[config.mk]
export PLATFORM = sky130hd
export DESIGN_NAME = dual_core_interrupt_routing
export DESIGN_NICKNAME = d
export VERILOG_FILES = /design/src/shared/irq_route_pkg.sv /design/src/rtl/dual_core_interrupt_routing.sv /design/src/rtl/route_table_mem.sv
export SDC_FILE = /design/constraint.sdc
export NUM_CORES = 2
export LEC_CHECK = 0
export ABC_AREA = 0
export CORE_AREA = 2 2 398 400
export CTS_CLUSTER_DIAMETER = 120
export DETAILED_ROUTE_END_ITERATION = 10
export DIE_AREA = 0 0 400 402
export DONT_BUFFER_PORTS = 1
export SKIP_LAST_GASP = 1
export SLEW_MARGIN = 20
export SYNTH_ARGS = -nofsm -noshare
export SYNTH_HDL_FRONTEND = slang
export SYNTH_SLANG_ARGS = --single-unit
[constraint.sdc]
create_clock -name core_clk -period 6.6 [get_ports core_clk]
set_clock_uncertainty 0.2 [all_clocks]
set_input_delay 0.33 -clock core_clk [delete_from_list [all_inputs] [get_ports core_clk]]
set_output_delay 0.33 -clock core_clk [all_outputs]
set_load 0.02 [all_outputs]
[src/shared/irq_route_pkg.sv]
package irq_route_pkg;

   // ------------------------------------------------------------
   // Sizes
   // ------------------------------------------------------------
   localparam int NUM_SOURCES = 174;
   localparam int SRC_IDX_W = 8;
   localparam int SEC_LINES = 8;
   localparam int LINE_W = 3;
   localparam int SW_IRQS = 8;
   localparam int SEC_CAND = 16;
   localparam int SEC_ID_W = 4;
   localparam int MAIN_PRIO_W = 3;
   localparam int SEC_PRIO_W = 2;
   localparam int NMI_SLOTS = 4;
   localparam int WAKE_SOURCES = 39;

   // ------------------------------------------------------------
   // Per-source routing entry layout
   // ------------------------------------------------------------
   localparam int ENT_PRIO_LSB = 0;
   localparam int ENT_LINE_LSB = 3;
   localparam int ENT_SEC_EN_BIT = 6;
   localparam int ENTRY_W = 7;
   // Not routed to the secondary core, lowest main priority
   localparam logic [ENTRY_W-1:0] ENTRY_RESET = 7'h07;

   // ------------------------------------------------------------
   // Scanner states
   // ------------------------------------------------------------
   typedef enum logic [2:0]
   {
      ST_INIT = 3'b001,
      ST_SCAN = 3'b010,
      ST_WRAP = 3'b100
   } scan_state_t;

endpackage : irq_route_pkg

[src/rtl/dual_core_interrupt_routing.sv]
`timescale 1ns/1ns
module dual_core_interrupt_routing
   import irq_route_pkg::*;
(
   // Clock and reset
   input wire logic core_clk,
   input wire logic rst,
   // Interrupt sources
   input wire logic [irq_route_pkg::NUM_SOURCES-1:0] src_irq,
   // Routing table write port
   input wire logic cfg_we,
   input wire logic [irq_route_pkg::SRC_IDX_W-1:0] cfg_src,
   input wire logic [irq_route_pkg::ENTRY_W-1:0] cfg_entry,
   output logic cfg_ready,
   // Secondary core priorities, lines 0..7 then software 0..7
   input wire logic [irq_route_pkg::SEC_CAND*irq_route_pkg::SEC_PRIO_W-1:0] sec_prio,
   // Software interrupts of the secondary core
   input wire logic [irq_route_pkg::SW_IRQS-1:0] sw_set,
   input wire logic [irq_route_pkg::SW_IRQS-1:0] sw_clr,
   // NMI selection per core
   input wire logic [irq_route_pkg::NMI_SLOTS*irq_route_pkg::SRC_IDX_W-1:0] main_nmi_sel,
   input wire logic [irq_route_pkg::NMI_SLOTS-1:0] main_nmi_en,
   input wire logic [irq_route_pkg::NMI_SLOTS*irq_route_pkg::SRC_IDX_W-1:0] sec_nmi_sel,
   input wire logic [irq_route_pkg::NMI_SLOTS-1:0] sec_nmi_en,
   // Deep Sleep wake control per core
   input wire logic main_deep_sleep,
   input wire logic sec_deep_sleep,
   input wire logic [irq_route_pkg::WAKE_SOURCES-1:0] main_wake_mask,
   input wire logic [irq_route_pkg::WAKE_SOURCES-1:0] sec_wake_mask,
   // Main core
   output logic [irq_route_pkg::NUM_SOURCES-1:0] main_irq,
   output logic main_pend_valid,
   output logic [irq_route_pkg::SRC_IDX_W-1:0] main_pend_id,
   output logic [irq_route_pkg::MAIN_PRIO_W-1:0] main_pend_prio,
   output logic main_nmi,
   output logic main_wake,
   // Secondary core
   output logic [irq_route_pkg::SEC_LINES-1:0] sec_irq,
   output logic [irq_route_pkg::SW_IRQS-1:0] sw_pend,
   output logic sec_pend_valid,
   output logic [irq_route_pkg::SEC_ID_W-1:0] sec_pend_id,
   output logic [irq_route_pkg::SEC_PRIO_W-1:0] sec_pend_prio,
   output logic sec_nmi,
   output logic sec_wake
);

   // ------------------------------------------------------------
   // Helpers
   // ------------------------------------------------------------
   function automatic logic nmi_hit(input logic [NUM_SOURCES-1:0] srcs,
                                    input logic [NMI_SLOTS*SRC_IDX_W-1:0] sel,
                                    input logic [NMI_SLOTS-1:0] en);
      logic hit;
      logic [SRC_IDX_W-1:0] idx;
      hit = 1'b0;
      for (int s = 0; s < NMI_SLOTS; s++)
      begin
         idx = sel[s*SRC_IDX_W +: SRC_IDX_W];
         if (en[s] && (int'(idx) < NUM_SOURCES) && srcs[idx])
            hit = 1'b1;
      end
      return hit;
   endfunction : nmi_hit
   localparam logic [SRC_IDX_W-1:0] LAST_IDX = SRC_IDX_W'(NUM_SOURCES - 1);

   // ------------------------------------------------------------
   // Declarations
   // ------------------------------------------------------------
   scan_state_t state, next_state;
   logic [SRC_IDX_W-1:0] scan_idx, next_scan_idx;
   logic eval_vld, next_eval_vld;
   logic [SRC_IDX_W-1:0] eval_idx, next_eval_idx;
   logic [SEC_LINES-1:0] acc_lines, next_acc_lines;
   logic acc_found, next_acc_found;
   logic [SRC_IDX_W-1:0] acc_id, next_acc_id;
   logic [MAIN_PRIO_W-1:0] acc_prio, next_acc_prio, next_main_pend_prio;
   logic [NUM_SOURCES-1:0] src_q;
   logic [SEC_LINES-1:0] next_sec_irq;
   logic next_main_pend_valid, next_cfg_ready, mem_we, next_sec_pend_valid;
   logic [SRC_IDX_W-1:0] next_main_pend_id, mem_waddr;
   logic [ENTRY_W-1:0] mem_wdata, entry;
   logic [SW_IRQS-1:0] next_sw_pend;
   logic [SEC_ID_W-1:0] next_sec_pend_id;
   logic [SEC_PRIO_W-1:0] next_sec_pend_prio;

   // ------------------------------------------------------------
   // Routing table
   // ------------------------------------------------------------
   route_table_mem #(.WIDTH(ENTRY_W), .DEPTH(NUM_SOURCES), .ADDR_W(SRC_IDX_W)) u_table
   (
      .core_clk(core_clk),
      .wr_en(mem_we),
      .wr_addr(mem_waddr),
      .wr_data(mem_wdata),
      .rd_addr(scan_idx),
      .rd_data(entry)
   );

   // ------------------------------------------------------------
   // Table scanner: secondary mapping and main arbitration
   // ------------------------------------------------------------
   always_comb
   begin
      logic pend;
      logic [LINE_W-1:0] line;
      logic [MAIN_PRIO_W-1:0] prio;
      pend = 1'b0;
      line = '0;
      prio = '0;
      next_state = state;
      next_scan_idx = scan_idx;
      next_eval_vld = 1'b0;
      next_eval_idx = scan_idx;
      next_acc_lines = acc_lines;
      next_acc_found = acc_found;
      next_acc_id = acc_id;
      next_acc_prio = acc_prio;
      next_sec_irq = sec_irq;
      next_main_pend_valid = main_pend_valid;
      next_main_pend_id = main_pend_id;
      next_main_pend_prio = main_pend_prio;
      next_cfg_ready = cfg_ready;
      // Reset sweep clears the table; writes are dropped until it ends
      mem_we = cfg_we && cfg_ready;
      mem_waddr = cfg_src;
      mem_wdata = cfg_entry;
      // Fold in the entry read last cycle
      if (eval_vld)
      begin
         pend = src_q[eval_idx];
         line = entry[ENT_LINE_LSB +: LINE_W];
         prio = entry[ENT_PRIO_LSB +: MAIN_PRIO_W];
         if (pend && entry[ENT_SEC_EN_BIT])
            next_acc_lines[line] = 1'b1;
         if (pend && (!acc_found || (prio < acc_prio)))
         begin
            next_acc_found = 1'b1;
            next_acc_id = eval_idx;
            next_acc_prio = prio;
         end
      end
      case (state)
         ST_INIT:
         begin
            mem_we = 1'b1;
            mem_waddr = scan_idx;
            mem_wdata = ENTRY_RESET;
            next_scan_idx = scan_idx + 1'b1;
            if (scan_idx == LAST_IDX)
            begin
               next_scan_idx = '0;
               next_cfg_ready = 1'b1;
               next_state = ST_SCAN;
            end
         end
         ST_SCAN:
         begin
            next_eval_vld = 1'b1;
            next_scan_idx = scan_idx + 1'b1;
            if (scan_idx == LAST_IDX)
            begin
               next_scan_idx = '0;
               next_state = ST_WRAP;
            end
         end
         ST_WRAP:
         begin
            // Publish the sweep and start a new one
            next_sec_irq = next_acc_lines;
            next_main_pend_valid = next_acc_found;
            next_main_pend_id = next_acc_id;
            next_main_pend_prio = next_acc_prio;
            next_acc_lines = '0;
            next_acc_found = 1'b0;
            next_acc_id = '0;
            next_acc_prio = '0;
            next_state = ST_SCAN;
         end
         default:
         begin
            next_state = ST_INIT;
            next_scan_idx = '0;
         end
      endcase
   end
   always_ff @(posedge core_clk)
   begin
      if (rst)
      begin
         state <= ST_INIT;
         scan_idx <= '0;
         eval_vld <= 1'b0;
         eval_idx <= '0;
         acc_lines <= '0;
         acc_found <= 1'b0;
         acc_id <= '0;
         acc_prio <= '0;
         sec_irq <= '0;
         main_pend_valid <= 1'b0;
         main_pend_id <= '0;
         main_pend_prio <= '0;
         cfg_ready <= 1'b0;
      end
      else
      begin
         state <= next_state;
         scan_idx <= next_scan_idx;
         eval_vld <= next_eval_vld;
         eval_idx <= next_eval_idx;
         acc_lines <= next_acc_lines;
         acc_found <= next_acc_found;
         acc_id <= next_acc_id;
         acc_prio <= next_acc_prio;
         sec_irq <= next_sec_irq;
         main_pend_valid <= next_main_pend_valid;
         main_pend_id <= next_main_pend_id;
         main_pend_prio <= next_main_pend_prio;
         cfg_ready <= next_cfg_ready;
      end
   end

   // ------------------------------------------------------------
   // Secondary core software interrupts and arbitration
   // ------------------------------------------------------------
   always_comb
   begin
      logic [SEC_CAND-1:0] cand;
      logic [SEC_PRIO_W-1:0] p;
      cand = {sw_pend, sec_irq};
      p = '0;
      // Set wins over a clear in the same cycle
      next_sw_pend = (sw_pend & ~sw_clr) | sw_set;
      next_sec_pend_valid = 1'b0;
      next_sec_pend_id = '0;
      next_sec_pend_prio = '0;
      for (int c = 0; c < SEC_CAND; c++)
      begin
         p = sec_prio[c*SEC_PRIO_W +: SEC_PRIO_W];
         if (cand[c] && (!next_sec_pend_valid || (p < next_sec_pend_prio)))
         begin
            next_sec_pend_valid = 1'b1;
            next_sec_pend_id = SEC_ID_W'(c);
            next_sec_pend_prio = p;
         end
      end
   end
   always_ff @(posedge core_clk)
   begin
      if (rst)
      begin
         sw_pend <= '0;
         sec_pend_valid <= 1'b0;
         sec_pend_id <= '0;
         sec_pend_prio <= '0;
      end
      else
      begin
         sw_pend <= next_sw_pend;
         sec_pend_valid <= next_sec_pend_valid;
         sec_pend_id <= next_sec_pend_id;
         sec_pend_prio <= next_sec_pend_prio;
      end
   end

   // ------------------------------------------------------------
   // Direct lines, NMI and wake
   // ------------------------------------------------------------
   always_ff @(posedge core_clk)
   begin
      if (rst)
      begin
         src_q <= '0;
         main_irq <= '0;
         main_nmi <= 1'b0;
         sec_nmi <= 1'b0;
         main_wake <= 1'b0;
         sec_wake <= 1'b0;
      end
      else
      begin
         src_q <= src_irq;
         main_irq <= src_irq;
         main_nmi <= nmi_hit(src_irq, main_nmi_sel, main_nmi_en);
         sec_nmi <= nmi_hit(src_irq, sec_nmi_sel, sec_nmi_en);
         main_wake <= main_deep_sleep && |(src_irq[WAKE_SOURCES-1:0] & main_wake_mask);
         sec_wake <= sec_deep_sleep && |(src_irq[WAKE_SOURCES-1:0] & sec_wake_mask);
      end
   end
endmodule : dual_core_interrupt_routing

[src/rtl/route_table_mem.sv]
`timescale 1ns/1ns
module route_table_mem
#(
   parameter int WIDTH = 7,
   parameter int DEPTH = 174,
   parameter int ADDR_W = 8
)
(
   // Clock
   input wire logic core_clk,
   // Write port
   input wire logic wr_en,
   input wire logic [ADDR_W-1:0] wr_addr,
   input wire logic [WIDTH-1:0] wr_data,
   // Read port, data one cycle after address
   input wire logic [ADDR_W-1:0] rd_addr,
   output logic [WIDTH-1:0] rd_data
);

   logic [WIDTH-1:0] mem [DEPTH];

   always_ff @(posedge core_clk)
   begin
      if (wr_en && (int'(wr_addr) < DEPTH))
      begin
         mem[wr_addr] <= wr_data;
      end
      rd_data <= mem[rd_addr];
   end

endmodule : route_table_mem

==> reports/results.ini <==
[run_status]
status = complete, but fails checks
violations = DRC

[grt]
grt_pass1_vias = 43070
grt_first_pass_wirelength_um = 346300
overflow = 0
grt_antenna_before_repair = 58
grt_max_degree = 229
grt_usage = 0.3088

[logic_synthesis]
syn_nets = 4593
yosys.cell_count.top_type = edfxtp_1
async_reset_ff_frac = 0
synth_top_area_frac = 0.5223
synth_edf_count = 1218
synth.top_cells.by_count = edfxtp_1, mux4_2, nor2_1
yosysWarnings = 0
syn-cell-area_um2 = 70030
synth_area_leaders = edfxtp_1, mux4_2, dfxtp_1
yosysTopAreaCell = edfxtp_1
postSynthAreaPerCell_um2 = 16.70
ys_seq_area_frac = 0.5969
synthFlopType = edfxtp_1
yosysUniqueCellTypes = 91
synthCells = 4192
ys_seq_elements = 1479

[placed_design]
dpl_cell_area_um2 = 71910
gp_congestion = 1.090
dp_cells = 5969
hpwl_um = 162000
numPortBuffers = 0
place_ws_ps = -83.55

[power_and_ir_drop]
p_comb_frac = 0.094
sequentialPowerShare = 0.485
p_total_uw = 21180
ir_drop_mv = 0.2801
leakage_uw = 0.02579
switching_share = 0.2357
p_per_area_nw_per_um2 = 263.8
p_clk_frac = 0.421
intPower_uw = 16190
p_switching_uw = 4991

[floorplanning]
die_area_um2 = 160800
core_um2 = 157100
rows = 146
die-height_um = 402
initial_utilization = 0.4457
fp.dieW_um = 400
ios = 606

[layout]
area_delta_synth_final_pct = 14.64
finalNonFillerCells = 6584
stdcell_area_um2 = 80280
num-nets-final = 4743
drive_above_1_share = 0.2530

[worst_setup_path]
worstReg2RegStart = sec_irq[0]
rr_worst_depth = 35
critical_path_class = reg2reg
slowest_delay_ps = 350
reg2reg_slack_ps = 180
cp_slowest_cell = dfxtp_2
critPathCaptureType = flip-flop
crit_start = sec_irq[0]
cp_common_cell = buf_4
arrival_ps = 6870
rr_endpoint = sec_pend_prio[1]
worstPathMaxFanout = 4
required_ps = 7050
start_kind = flip-flop

[timing]
maxSlewViolCount = 0
worst_slew_pin_slew_ps = 1332
maxSlewHeadroom = 0.1067
worst_hold_slack_ps = 20.03
finalCritPeriodShare = 0.9726
min_period_ps = 6419
hold_violations = 0
worst_slack_ps = 180.5
fmax_mhz = 155.8
finalSetupViolCount = 0

[clock_network]
ctsLongestPathBuffers = 3
root_buffer = clkbuf_16
cts_tree = done
cts-htree-levels = 4
clock_sinks = 1479
cts_buffers = 156
worstSkewPairLatency_ps = 800
clkTransAtPathRegs_ps = 60

[route]
drt_wl_total_um = 252700
vias = 44879
routedWlPerCell_um = 38.39
dr.pass1.iters = 11
viasPerCell = 6.816
remaining_drc_errors = 171
drt.antenna.violating_nets = 0
initialDrtViolationCount = 6473

[hold_path]
whs_endpoint = u_table.mem[55][4]
worst_hold_path.num_cells = 2
hp-class = in2reg
hold_start = cfg_entry[4]

[flow_run]
drv_cap = 0

sequential cells by signal (all words and copies together), names as in the netlist, 2 cells and up:
signal,flops
sw_pend,8
next_eval_idx,8
sec_pend_id,4
acc_id,8
main_pend_prio,3
acc_prio,3
state,3
main_pend_id,8
src_q,174
acc_lines,8
sec_pend_prio,2
u_table.rd_data,7
u_table.mem,1218
eval_idx,8
sec_irq,8
final cells by class:
| class | instances | area [µm²] |
|---|---|---|
| Fill cell | 12699 | 76820 |
| Sequential cell | 1479 | 41820 |
| Multi-Input combinational cell | 2302 | 26920 |
| Clock buffer | 193 | 4098 |
| Timing Repair Buffer | 366 | 3520 |
| Tap cell | 2072 | 2592 |
| Clock inverter | 93 | 1086 |
| Inverter | 37 | 138.9 |
| Antenna cell | 42 | 105.1 |
per-layer routing:
metal / GRT usage / part of all wire
met5: 0.006356 / 0.0021
met4: 0.1297 / 0.052
met3: 0.1337 / 0.13
met2: 0.4557 / 0.44
met1: 0.3982 / 0.37
timing repair:
action | CTS | global route
endpoints found under the setup margin | 5 | 6
pin swaps | 3 | 25
setup buffers | 7 | 12
hold buffers | 269 | 1
hold endpoints to repair | 350 | 4
resized for setup | 4 | 36
power by group through the flow:
stage / Sequential (µW) / Combinational [µW] / Clock (µW)
final: 10300 / 2000 / 8910
after floorplan: 10400 / 1480 / 0
after global placement: 10500 / 1730 / 0
after detailed placement: 10500 / 1740 / 0
after global routing: 10300 / 2080 / 9390
after CTS: 10300 / 1960 / 9040
worst max-delay path by stage:
stage | to | slack [ps] | cells past startpoint
after floorplan | sec_pend_prio[1] | 20 | 30
after global placement | sec_pend_prio[1] | -20 | 30
after detailed placement | sec_pend_prio[1] | -80 | 29
after CTS | sec_pend_id[2] | 30 | 29
after global routing | sec_pend_prio[1] | -30 | 35
final | sec_pend_prio[1] | 180 | 35
cell families (layout without fill, tap and decap cells):
kind of cell | after synthesis | in the layout | synth area share
xor gates and xnor gates | 6 | 6 | 0.0007504
AOI/OAI and AO/OA | 506 | 506 | 0.05232
other | 0 | 42 | 0
DFF | 1479 | 1479 | 0.5969
buffers and inverters | 411 | 689 | 0.02244
muxes | 988 | 988 | 0.2700
and+or+nand+nor | 791 | 791 | 0.05571
adders and majority gates | 11 | 11 | 0.001894
critical path: cells and delay by family, from the launching register on:
family	cells	cell delay [ps]
buffers and inverters	9	920
adder cells (fa/ha/maj)	3	580
AND/OR/NAND/NOR	8	1190
AO/OA/AOI/OAI	13	2470
flip-flops	1	350
multiplexers	2	560
through the flow:
step,utilization,setup TNS (ps)
4_1_cts,0.5084,0
5_1_grt,0.5104,-26.00
2_1_floorplan,-,0
3_5_place_dp,0.4577,-161.9
6_report,0.5110,0
3_3_place_gp,0.4577,-15.98
cell usage in the layout (no fill, tap or decap), types with 20 or more instances in the layout:
master and instances:
dlygate4sd3_1 268, inv_1 29, nor2_1 281, clkbuf_1 32, o21ai_0 47, diode_2 42, edfxtp_1 1218, a22oi_1 33
dfxtp_1 252, nand3_1 21, a211oi_1 63, clkinv_1 32, o221ai_1 110, nor2b_1 207, clkinv_2 25, o22ai_1 49
mux2i_1 255, buf_4 87, nand2_1 147, mux4_2 719, a21oi_1 93, clkbuf_16 157, nand2b_1 20
(Power assumes the default switching activity.)
